[src/hw/atb_map.svh]
// Offsets, select codes, reset values and timing counts of the task file bridge
`ifndef ATB_MAP_SVH
`define ATB_MAP_SVH
`define ATB_CLK_PERIOD_NS 10
`define ATB_SETUP_NS 70
`define ATB_HOLD_NS 30
`define ATB_STROBE_NS 165
`define ATB_SETUP_CYC ((`ATB_SETUP_NS + `ATB_CLK_PERIOD_NS - 1) / `ATB_CLK_PERIOD_NS)
`define ATB_HOLD_CYC ((`ATB_HOLD_NS + `ATB_CLK_PERIOD_NS - 1) / `ATB_CLK_PERIOD_NS)
`define ATB_STROBE_CYC ((`ATB_STROBE_NS + `ATB_CLK_PERIOD_NS - 1) / `ATB_CLK_PERIOD_NS)
`define ATB_OFF_DATA 8'h40
`define ATB_OFF_CMD 8'h44
`define ATB_OFF_ERR 8'h48
`define ATB_OFF_CNT 8'h49
`define ATB_OFF_SNUM 8'h4a
`define ATB_OFF_CYLL 8'h4b
`define ATB_OFF_CYLH 8'h4c
`define ATB_OFF_DRV 8'h4d
`define ATB_OFF_ALT 8'h4e
`define ATB_OFF_DADDR 8'h4f
`define ATB_OFF_CTRL 8'h58
`define ATB_OFF_STAT 8'h5c
`define ATB_SEL_IDLE 5'h18
`define ATB_SEL_DATA 5'h10
`define ATB_SEL_ERR 5'h11
`define ATB_SEL_CNT 5'h12
`define ATB_SEL_SNUM 5'h13
`define ATB_SEL_CYLL 5'h14
`define ATB_SEL_CYLH 5'h15
`define ATB_SEL_DRV 5'h16
`define ATB_SEL_CMD 5'h17
`define ATB_SEL_ALT 5'h0e
`define ATB_SEL_DADDR 5'h0f
`define ATB_CMD_READ_VAL 8'hff
`define ATB_REG_RST 8'h00
`define ATB_STAT_BUSY 0
`define ATB_STAT_OVERRUN 1
`define ATB_STAT_PHASE 2
`endif

[src/hw/atb_pkg.sv]
// Types shared by the task file bridge modules
package atb_pkg;
   typedef enum logic [1:0] {eng_idle, eng_setup, eng_strobe, eng_hold} atb_eng_e;
   typedef logic [4:0] atb_sel_t;
   typedef struct packed {
      atb_eng_e st;
      logic [7:0] cnt;
      logic wr;
      atb_sel_t sel;
      logic [15:0] wdata;
      logic [15:0] rdata;
      logic done;
      logic [15:0] s1;
      logic [15:0] s2;
      logic [15:0] s3;
      logic [15:0] filt;
   } atb_eng_s;
   typedef struct packed {
      logic [15:0][7:0] words;
      logic [7:0] rdata;
   } atb_mem_s;
   typedef struct packed {
      logic phase;
      logic phase_wr;
      logic [7:0] lo_byte;
      logic [15:0] data_rd;
      logic [7:0] strobe_len;
      logic overrun;
      logic go;
      logic go_wr;
      atb_sel_t go_sel;
      logic [15:0] go_wdata;
      logic pend_rd;
      logic pend_data;
      logic [3:0] pend_idx;
      logic from_mem;
      logic [7:0] rdata;
   } atb_main_s;
endpackage : atb_pkg

[src/hw/atb_pio_if.sv]
// Request and answer signals between the bridge and its PIO cycle engine
interface atb_pio_if;
   logic req;
   logic wr;
   atb_pkg::atb_sel_t sel;
   logic [15:0] wdata;
   logic [7:0] strobe_len;
   logic busy;
   logic done;
   logic [15:0] rdata;
   modport ctl (output req, output wr, output sel, output wdata, output strobe_len,
                input busy, input done, input rdata);
   modport eng (input req, input wr, input sel, input wdata, input strobe_len,
                output busy, output done, output rdata);
endinterface : atb_pio_if

[src/hw/atb_bridge.sv]
// Task file bridge: host register port to PIO cycles on the IDE interface
//
// Added by the designer: strobed register access.
`include "atb_map.svh"
// Behaviour
// - Host accesses to task file registers become PIO cycles of the matching drive register; command reads, first data bytes and accesses while busy do not.
// - Address 40h reaches drive register 1F0 with control select high and command select and address low.
// - Register 1F0 is reached by two consecutive byte accesses, low byte first, then one 16-bit PIO cycle.
// - Address 48h reaches error/feature with control select high, command select low, address 001.
// - Address 49h reaches sector count with control select high, command select low, address 010.
// - Address 4Ah reaches sector number with control select high, command select low, address 011.
// - Address 4Bh reaches cylinder low with control select high, command select low, address 100.
// - Address 4Ch reaches cylinder high with control select high, command select low, address 101.
// - Address 4Dh reaches drive/head with control select high, command select low, address 110.
// - A write to 44h goes to the command register with control select high, command select low, address 111.
// - The command register is write-only and a host read of it returns FFh.
// - Address 4Eh reaches alternate status with control select low, command select high, address 110.
// - Address 4Fh reaches drive address with control select low, command select high, address 111.
module atb_bridge (
   // Clock and reset
   input wire logic ref_clk,
   input wire logic reset,
   input wire logic usb_bus_reset,
   // Register port
   input wire logic [7:0] reg_addr,
   input wire logic [7:0] reg_wdata,
   input wire logic reg_wr,
   input wire logic reg_rd,
   output logic [7:0] reg_rdata,
   // IDE data bus
   input wire logic [15:0] ide_data_in,
   output logic [15:0] ide_data_out,
   output logic ide_data_oe,
   // IDE strobes and register selection
   output logic ide_read_strobe_n,
   output logic ide_write_strobe_n,
   output logic control_block_select_n,
   output logic command_block_select_n,
   output logic device_addr_bit2,
   output logic device_addr_bit1,
   output logic device_addr_bit0,
   // Status
   output logic pio_busy
);
   import atb_pkg::*;

   function automatic atb_sel_t sel_of(input logic [7:0] addr);
      atb_sel_t s;
      s = `ATB_SEL_IDLE;
      if (addr == `ATB_OFF_DATA) begin
         s = `ATB_SEL_DATA;
      end else if (addr == `ATB_OFF_ERR) begin
         s = `ATB_SEL_ERR;
      end else if (addr == `ATB_OFF_CNT) begin
         s = `ATB_SEL_CNT;
      end else if (addr == `ATB_OFF_SNUM) begin
         s = `ATB_SEL_SNUM;
      end else if (addr == `ATB_OFF_CYLL) begin
         s = `ATB_SEL_CYLL;
      end else if (addr == `ATB_OFF_CYLH) begin
         s = `ATB_SEL_CYLH;
      end else if (addr == `ATB_OFF_DRV) begin
         s = `ATB_SEL_DRV;
      end else if (addr == `ATB_OFF_CMD) begin
         s = `ATB_SEL_CMD;
      end else if (addr == `ATB_OFF_ALT) begin
         s = `ATB_SEL_ALT;
      end else if (addr == `ATB_OFF_DADDR) begin
         s = `ATB_SEL_DADDR;
      end
      return s;
   endfunction : sel_of

   // Byte-wide task file positions, held in the shadow memory
   function automatic logic is_byte_reg(input logic [7:0] addr);
      logic hit;
      hit = 1'b0;
      if (addr == `ATB_OFF_CMD) begin
         hit = 1'b1;
      end else if ((addr >= `ATB_OFF_ERR) && (addr <= `ATB_OFF_DADDR)) begin
         hit = 1'b1;
      end
      return hit;
   endfunction : is_byte_reg

   atb_main_s q;
   atb_main_s n;
   atb_pio_if pio ();
   logic [4:0] ide_sel;
   logic busy;
   logic mem_clear;
   logic mem_we;
   logic [3:0] mem_waddr;
   logic [7:0] mem_wdata;
   logic [7:0] mem_rdata;

   always_comb begin
      n = q;
      n.go = 1'b0;
      n.from_mem = 1'b0;
      n.rdata = `ATB_REG_RST;
      mem_clear = usb_bus_reset;
      mem_we = 1'b0;
      mem_waddr = reg_addr[3:0];
      mem_wdata = reg_wdata;
      // Engine stays owned through its done cycle so a refresh never meets a host write
      busy = pio.busy || q.go || pio.done;

      // Refresh the shadow copy with what the drive returned
      if (pio.done && q.pend_rd) begin
         n.pend_rd = 1'b0;
         if (q.pend_data) begin
            n.data_rd = pio.rdata;
         end else begin
            mem_we = 1'b1;
            mem_waddr = q.pend_idx;
            mem_wdata = pio.rdata[7:0];
         end
      end

      if (reg_wr) begin
         if (reg_addr == `ATB_OFF_DATA) begin
            if (q.phase && q.phase_wr) begin
               n.phase = 1'b0;
               if (busy) begin
                  n.overrun = 1'b1;
               end else begin
                  n.go = 1'b1;
                  n.go_wr = 1'b1;
                  n.go_sel = sel_of(reg_addr);
                  n.go_wdata = {reg_wdata, q.lo_byte};
               end
            end else begin
               n.lo_byte = reg_wdata;
               n.phase = 1'b1;
               n.phase_wr = 1'b1;
            end
         end else begin
            n.phase = 1'b0;
            if (is_byte_reg(reg_addr)) begin
               if (busy) begin
                  n.overrun = 1'b1;
               end else begin
                  // Command goes out as it stands; ordering is up to software
                  mem_we = 1'b1;
                  mem_waddr = reg_addr[3:0];
                  mem_wdata = reg_wdata;
                  n.go = 1'b1;
                  n.go_wr = 1'b1;
                  n.go_sel = sel_of(reg_addr);
                  n.go_wdata = {8'h00, reg_wdata};
               end
            end else if (reg_addr == `ATB_OFF_CTRL) begin
               n.strobe_len = reg_wdata;
            end else if (reg_addr == `ATB_OFF_STAT) begin
               if (reg_wdata[`ATB_STAT_OVERRUN]) begin
                  n.overrun = 1'b0;
               end
            end
         end
      end else if (reg_rd) begin
         if (reg_addr == `ATB_OFF_DATA) begin
            if (q.phase && !q.phase_wr) begin
               n.rdata = q.data_rd[15:8];
               n.phase = 1'b0;
               if (busy) begin
                  n.overrun = 1'b1;
               end else begin
                  // Second byte read prefetches the next word from the drive
                  n.go = 1'b1;
                  n.go_wr = 1'b0;
                  n.go_sel = sel_of(reg_addr);
                  n.pend_rd = 1'b1;
                  n.pend_data = 1'b1;
               end
            end else begin
               n.rdata = q.data_rd[7:0];
               n.phase = 1'b1;
               n.phase_wr = 1'b0;
            end
         end else if (reg_addr == `ATB_OFF_CMD) begin
            n.phase = 1'b0;
            n.rdata = `ATB_CMD_READ_VAL;
         end else if (is_byte_reg(reg_addr)) begin
            n.phase = 1'b0;
            n.from_mem = 1'b1;
            if (busy) begin
               n.overrun = 1'b1;
            end else begin
               n.go = 1'b1;
               n.go_wr = 1'b0;
               n.go_sel = sel_of(reg_addr);
               n.pend_rd = 1'b1;
               n.pend_data = 1'b0;
               n.pend_idx = reg_addr[3:0];
            end
         end else if (reg_addr == `ATB_OFF_CTRL) begin
            n.phase = 1'b0;
            n.rdata = q.strobe_len;
         end else if (reg_addr == `ATB_OFF_STAT) begin
            n.phase = 1'b0;
            n.rdata[`ATB_STAT_BUSY] = busy;
            n.rdata[`ATB_STAT_OVERRUN] = q.overrun;
            n.rdata[`ATB_STAT_PHASE] = q.phase;
         end else begin
            n.phase = 1'b0;
         end
      end

      // Bus reset wipes the data word and any refresh still on its way
      if (usb_bus_reset) begin
         n.data_rd = 16'h0000;
         n.lo_byte = `ATB_REG_RST;
         n.phase = 1'b0;
         n.pend_rd = 1'b0;
         n.from_mem = 1'b0;
      end
   end

   always_ff @(posedge ref_clk or posedge reset) begin
      if (reset) begin
         q <= '0;
         q.go_sel <= `ATB_SEL_IDLE;
         q.strobe_len <= 8'(`ATB_STROBE_CYC);
      end else begin
         q <= n;
      end
   end

   // Engine request side
   assign pio.req = q.go;
   assign pio.wr = q.go_wr;
   assign pio.sel = q.go_sel;
   assign pio.wdata = q.go_wdata;
   assign pio.strobe_len = q.strobe_len;

   atb_pio_engine u_engine (
      .ref_clk(ref_clk),
      .reset(reset),
      .pio(pio.eng),
      .ide_data_in(ide_data_in),
      .ide_data_out(ide_data_out),
      .ide_data_oe(ide_data_oe),
      .ide_read_strobe_n(ide_read_strobe_n),
      .ide_write_strobe_n(ide_write_strobe_n),
      .ide_sel(ide_sel)
   );

   atb_shadow_mem u_shadow (
      .ref_clk(ref_clk),
      .reset(reset),
      .clear(mem_clear),
      .we(mem_we),
      .waddr(mem_waddr),
      .wdata(mem_wdata),
      .raddr(reg_addr[3:0]),
      .rdata(mem_rdata)
   );

   // Both sources are registers, so the read data stand for exactly the one cycle
   assign reg_rdata = q.from_mem ? mem_rdata : q.rdata;
   assign control_block_select_n = ide_sel[4];
   assign command_block_select_n = ide_sel[3];
   assign device_addr_bit2 = ide_sel[2];
   assign device_addr_bit1 = ide_sel[1];
   assign device_addr_bit0 = ide_sel[0];
   assign pio_busy = busy;
endmodule : atb_bridge

[src/hw/atb_pio_engine.sv]
// PIO cycle engine driving selects, address lines, strobes and data on the IDE pins
`include "atb_map.svh"
module atb_pio_engine (
   // Clock and reset
   input wire logic ref_clk,
   input wire logic reset,
   // Requests from the bridge
   atb_pio_if.eng pio,
   // IDE pins
   input wire logic [15:0] ide_data_in,
   output logic [15:0] ide_data_out,
   output logic ide_data_oe,
   output logic ide_read_strobe_n,
   output logic ide_write_strobe_n,
   output logic [4:0] ide_sel
);
   import atb_pkg::*;
   localparam logic [7:0] SETUP_CYC = 8'(`ATB_SETUP_CYC);
   localparam logic [7:0] HOLD_CYC = 8'(`ATB_HOLD_CYC);
   atb_eng_s q;
   atb_eng_s n;
   always_comb begin
      n = q;
      n.done = 1'b0;
      n.s1 = ide_data_in;
      n.s2 = q.s1;
      n.s3 = q.s2;
      // A data change counts only once two stages agree
      if (q.s2 == q.s3) begin
         n.filt = q.s3;
      end
      case (q.st)
         eng_idle: begin
            if (pio.req) begin
               n.st = eng_setup;
               n.cnt = SETUP_CYC;
               n.wr = pio.wr;
               n.sel = pio.sel;
               n.wdata = pio.wdata;
            end
         end
         eng_setup: begin
            if (q.cnt <= 8'h01) begin
               n.st = eng_strobe;
               n.cnt = (pio.strobe_len == 8'h00) ? 8'h01 : pio.strobe_len;
            end else begin
               n.cnt = q.cnt - 8'h01;
            end
         end
         eng_strobe: begin
            if (q.cnt <= 8'h01) begin
               n.st = eng_hold;
               n.cnt = HOLD_CYC;
               // Filter lags the pins by four cycles, so short strobes read stale data
               if (!q.wr) begin
                  n.rdata = q.filt;
               end
            end else begin
               n.cnt = q.cnt - 8'h01;
            end
         end
         eng_hold: begin
            if (q.cnt <= 8'h01) begin
               n.st = eng_idle;
               n.sel = `ATB_SEL_IDLE;
               n.wr = 1'b0;
               n.done = 1'b1;
            end else begin
               n.cnt = q.cnt - 8'h01;
            end
         end
         default: begin
            n.st = eng_idle;
         end
      endcase
   end
   always_ff @(posedge ref_clk or posedge reset) begin
      if (reset) begin
         q <= '0;
         q.sel <= `ATB_SEL_IDLE;
      end else begin
         q <= n;
      end
   end
   assign pio.busy = (q.st != eng_idle);
   assign pio.done = q.done;
   assign pio.rdata = q.rdata;
   assign ide_sel = q.sel;
   assign ide_data_out = q.wdata;
   assign ide_data_oe = q.wr && (q.st != eng_idle);
   assign ide_read_strobe_n = !((q.st == eng_strobe) && !q.wr);
   assign ide_write_strobe_n = !((q.st == eng_strobe) && q.wr);
endmodule : atb_pio_engine

[src/hw/atb_shadow_mem.sv]
// Shadow copies of the byte-wide task file registers, registered read port
module atb_shadow_mem (
   // Clock and reset
   input wire logic ref_clk,
   input wire logic reset,
   // Clear and write port
   input wire logic clear,
   input wire logic we,
   input wire logic [3:0] waddr,
   input wire logic [7:0] wdata,
   // Read port
   input wire logic [3:0] raddr,
   output logic [7:0] rdata
);
   import atb_pkg::*;
   atb_mem_s q;
   atb_mem_s n;
   always_comb begin
      n = q;
      n.rdata = q.words[raddr];
      if (clear) begin
         n.words = '0;
      end else if (we) begin
         n.words[waddr] = wdata;
      end
   end
   always_ff @(posedge ref_clk or posedge reset) begin
      if (reset) begin
         q <= '0;
      end else begin
         q <= n;
      end
   end
   assign rdata = q.rdata;
endmodule : atb_shadow_mem

[config.mk]
export PLATFORM = sky130hd
export DESIGN_NAME = atb_bridge
export DESIGN_NICKNAME = d
export VERILOG_FILES = /design/src/hw/atb_pkg.sv /design/src/hw/atb_pio_if.sv /design/src/hw/atb_bridge.sv /design/src/hw/atb_pio_engine.sv /design/src/hw/atb_shadow_mem.sv
export VERILOG_INCLUDE_DIRS = /design/src /design/src/hw
export SDC_FILE = /design/constraint.sdc
export NUM_CORES = 1
export LEC_CHECK = 0
export ABC_AREA = 1
export BUFFER_PORTS_ARGS = -buffer_cell sky130_fd_sc_hd__buf_2
export CAP_MARGIN = 0
export CORE_MARGIN = 1.5
export CORE_UTILIZATION = 62
export CTS_CLUSTER_DIAMETER = 50
export DETAILED_ROUTE_END_ITERATION = 12
export GPL_TIMING_DRIVEN = 0
export PLACE_DENSITY = 0.78
export SYNTH_ARGS = -nofsm -noshare
export SYNTH_HDL_FRONTEND = slang
export SYNTH_SLANG_ARGS = --single-unit
export TNS_END_PERCENT = 1
[constraint.sdc]
create_clock -name ref_clk -period 11.4 [get_ports ref_clk]
set_clock_uncertainty 0.05 [all_clocks]
set_input_delay 0.57 -clock ref_clk [delete_from_list [all_inputs] [get_ports ref_clk]]
set_output_delay 0.57 -clock ref_clk [all_outputs]
set_load 0.005 [all_outputs]
==> flow_summary_export.csv <==
group,metric,value,unit
placed_design,hpwl,29.7,mm
timing,whs,101,ps
setup_path,critPathRequiredTime,11810,ps
pwr,ir_drop,0.000154,V
setup_path,r2r_end,"u_shadow.q[84]",
synthesis,ys_top_cells_by_area,"dfrtp_1 (51%), nand2_1 (18%), nand3_1 (4.0%), nor2_1 (3.7%), a22oi_1 (3.2%)",
detailed_routing,viasPerCell,5.75,
detailed_routing,drcViolationCount,0,
floorplan,die_area,25800,µm²
grt,grt_pass1_vias,13000,
flow_run,drv_cap,0,
pwr,p_per_area,171,nW/µm²
floorplan,initial_core_util,0.632,
setup_path,cp-end-kind,"flop",
min_path,hold_class,"in -> reg",
cts,clk_path_buf_depth,3,
pwr,p_leak,8.93,nW
synthesis,synth_flop_cell,"dfrtp_1",
timing,period_share,0.243,
min_path,hold_start,"ide_data_in[13]",
floorplan,core_area,24300,µm²
synthesis,ys_ff_latch,322,
cts,clk_pin_slew_worst_paths,60,ps
setup_path,path_max_fanout,10,
synthesis,synth_top_area_frac,0.514,
floorplan,rows,57,
detailed_routing,dr.pass1.iters,5,
setup_path,critPathSlowestCell,"o21ai_1",
detailed_routing,post_drt_wl_per_cell,18.1,µm
synthesis,synthArstFlopShare,1.00,
detailed_routing,drt_iter0_markers,1514,
timing,fmax,0.362,GHz
setup_path,crit_path_frequent_cell,"nand2_1",
synthesis,yosysWarnings,0,
placed_design,io_buffers,66,
timing,drv_slew,0,
cells_and_area,regArea,8070,µm²
setup_path,path_cells,"nand2_1, nor2_2, buf_4, o21ai_1, clkbuf_1, nand2_1, nor2_1, nand2_1, nand2_1",
cts,cts_buffers,39,
grt,grt_pass1_wl,67.9,mm
detailed_routing,ant_nets,0,
pwr,p_int,0.00214,W
setup_path,arrival,3180,ps
pwr,seqPwrFrac,0.424,
cells_and_area,drive_above_1_share,0.137,
grt,gr-total-overflow,0,
pwr,switching_share,0.284,
cells_and_area,mostFrequentLayoutCells,"nand2_1 (748), dfrtp_1 (316), nor2_1 (153), nand3_1 (123), inv_1 (92)",
cts,cts_tree,"done",
cells_and_area,final_nets,2047,
setup_path,r2r-start,"u_engine.pio.done",
floorplan,ios,70,
grt,grt_max_degree,123,
synthesis,syn_avg_cell_area,8.12,µm²
synthesis,synth_area,15400,µm²
setup_path,setup.worst_path.start_class,"flop",
cts,insertion_delay,530,ps
pwr,p_switching,0.000850,W
setup_path,rrSetupSlack,8630,ps
timing,finalCriticalPeriod,2770,ps
synthesis,ys_seq_area_frac,0.524,
cts,cts.sinks,322,
timing,worstMarginPinSlew,948,ps
cts,h-tree-depth,2,
cts,cts_setup_buffers,0,
floorplan,fp.dieH,160,µm
synthesis,synth_edf_count,0,
cells_and_area,final_common_cell,"nand2_1",
synthesis,mappedNetlistNets,1938,
cells_and_area,n_antenna_cell,0,
cts,cts-root-buf,"clkbuf_16",
timing,fin_setup_tns,0,ps
setup_path,crit_path_max_incr_delay,740,ps
timing,rsz0062_at_grt,"no",
min_path,holdPathEnd,"u_engine.n[45]",
min_path,hold_depth,1,
timing,hold_viol_final,0,
pwr,p_comb_frac,0.157,
floorplan,die_w,160,µm
synthesis,synth.largest_area_cell,"dfrtp_1",
pwr,clkPwrFrac,0.420,
cts,postCtsHoldBufs,0,
timing,slew_headroom,0.364,
grt,grt_usage,0.339,
setup_path,r2r_cells,9,
outcome,outcome,"finished, final reports clean",
timing,setup_viol,0,
cts,cts_resized,0,
cells_and_area,multi_input_area,6400,µm²
detailed_routing,via_count,13542,
placed_design,place.gp.congestion,0.967,
synthesis,yosysUniqueCellTypes,36,
grt,antenna_found_initial,0,
synthesis,synth_cells,1895,
cells_and_area,area_growth,13.7,%
cells_and_area,fillers,1938,
detailed_routing,routed_wl,42.8,mm
setup_path,critPathKind,"reg -> reg",
layout make-up:
type / instances / share of cell area
clock buffers: 48 / 0.0589
plain buffers: 96 / 0.0301
multi-input cells: 1374 / 0.366
inverters: 103 / 0.0225
flip-flops and latches: 322 / 0.461
repair buffers: 68 / 0.0220
well taps: 324 / 0.0232
clock inverters: 22 / 0.0160
flip-flops by register name, summed over array words and instances, names as in the netlist, 16 cells and up:
name and count:
u_engine.n 32, u_shadow.q 128, u_engine.q 43, u_engine.ide_data_out 16, pio.wdata 16, u_engine.pio.rdata 16
q 42
worst max-delay path by stage:
stage / from / endpoint / depth (start not counted)
floorplan: reset / pio.req / 1
global placement: reset / u_engine.n[43] / 2
detailed placement: reg_wdata[4] / u_shadow.q[84] / 8
CTS: u_engine.q[112] / pio_busy / 6
global route: u_engine.pio.done / u_shadow.q[84] / 9
finish: u_engine.pio.done / u_shadow.q[84] / 9
power groups by stage:
stage / combinational [W] / sequential [W] / clock [W]
floorplan: 0.000329 / 0.00127 / 0
global placement: 0.000445 / 0.00128 / 0
detailed placement: 0.000457 / 0.00129 / 0
CTS: 0.000464 / 0.00127 / 0.00126
global route: 0.000523 / 0.00127 / 0.00132
finish: 0.000468 / 0.00127 / 0.00125
critical path, delay by kind of cell (launching register included):
kind,cells,cell delay (ps)
AOI/OAI and AO/OA,1,740
and+or+nand+nor,6,670
DFF,1,410
buffers and inverters,2,820
Yosys cell counts (3+ instances only):
cell      count
nand3_1     123
o21ai_0      88
inv_2         7
nand3_2       4
ha_1          6
clkbuf_1     38
nor2_1      153
nor2_4        5
o211ai_1      3
o21ai_1      34
dfrtp_1     316
buf_1         8
inv_1        93
nor2_2       14
o31ai_1       6
a22oi_1      65
buf_2        22
nand2_2      25
clkinv_1      3
dfstp_2       6
buf_4        19
nand2_1     748
buf_6         9
xnor2_1      17
a21oi_1      21
xor2_1        3
nand4_1      19
mux2_2       24
o21ai_2       5
kinds of logic after synthesis:
kind of cell / count (synthesis) / synth area share
AO/OA/AOI/OAI: 226 / 0.0875
adder cells (fa/ha/maj): 6 / 0.00488
XOR/XNOR: 20 / 0.0114
flip-flops: 322 / 0.524
AND/OR/NAND/NOR: 1098 / 0.295
buffers and inverters: 199 / 0.0594
multiplexers: 24 / 0.0176
layer usage:
layer / up-vias / track usage / share of wire
met2: 695 / 0.524 / 0.45
li1: 6296 / - / -
met5: - / 0 / 0
met3: 100 / 0.0793 / 0.10
met4: 0 / 0.116 / 0.028
met1: 6451 / 0.475 / 0.41
metrics by stage:
stage	worst slack (ps)	util	area (µm²)	power [W]	std cells
4_1_cts	8730	0.719	17500	0.00299	2357
3_5_place_dp	8790	0.665	16200	0.00174	2287
3_3_place_gp	-1220	0.663	16100	0.00173	2285
5_1_grt	8560	0.719	17500	0.00311	2357
2_1_floorplan	1880	-	15400	0.00160	1895
6_report	8630	0.719	17500	0.00299	2357
Power figures use the tool's default switching activity.
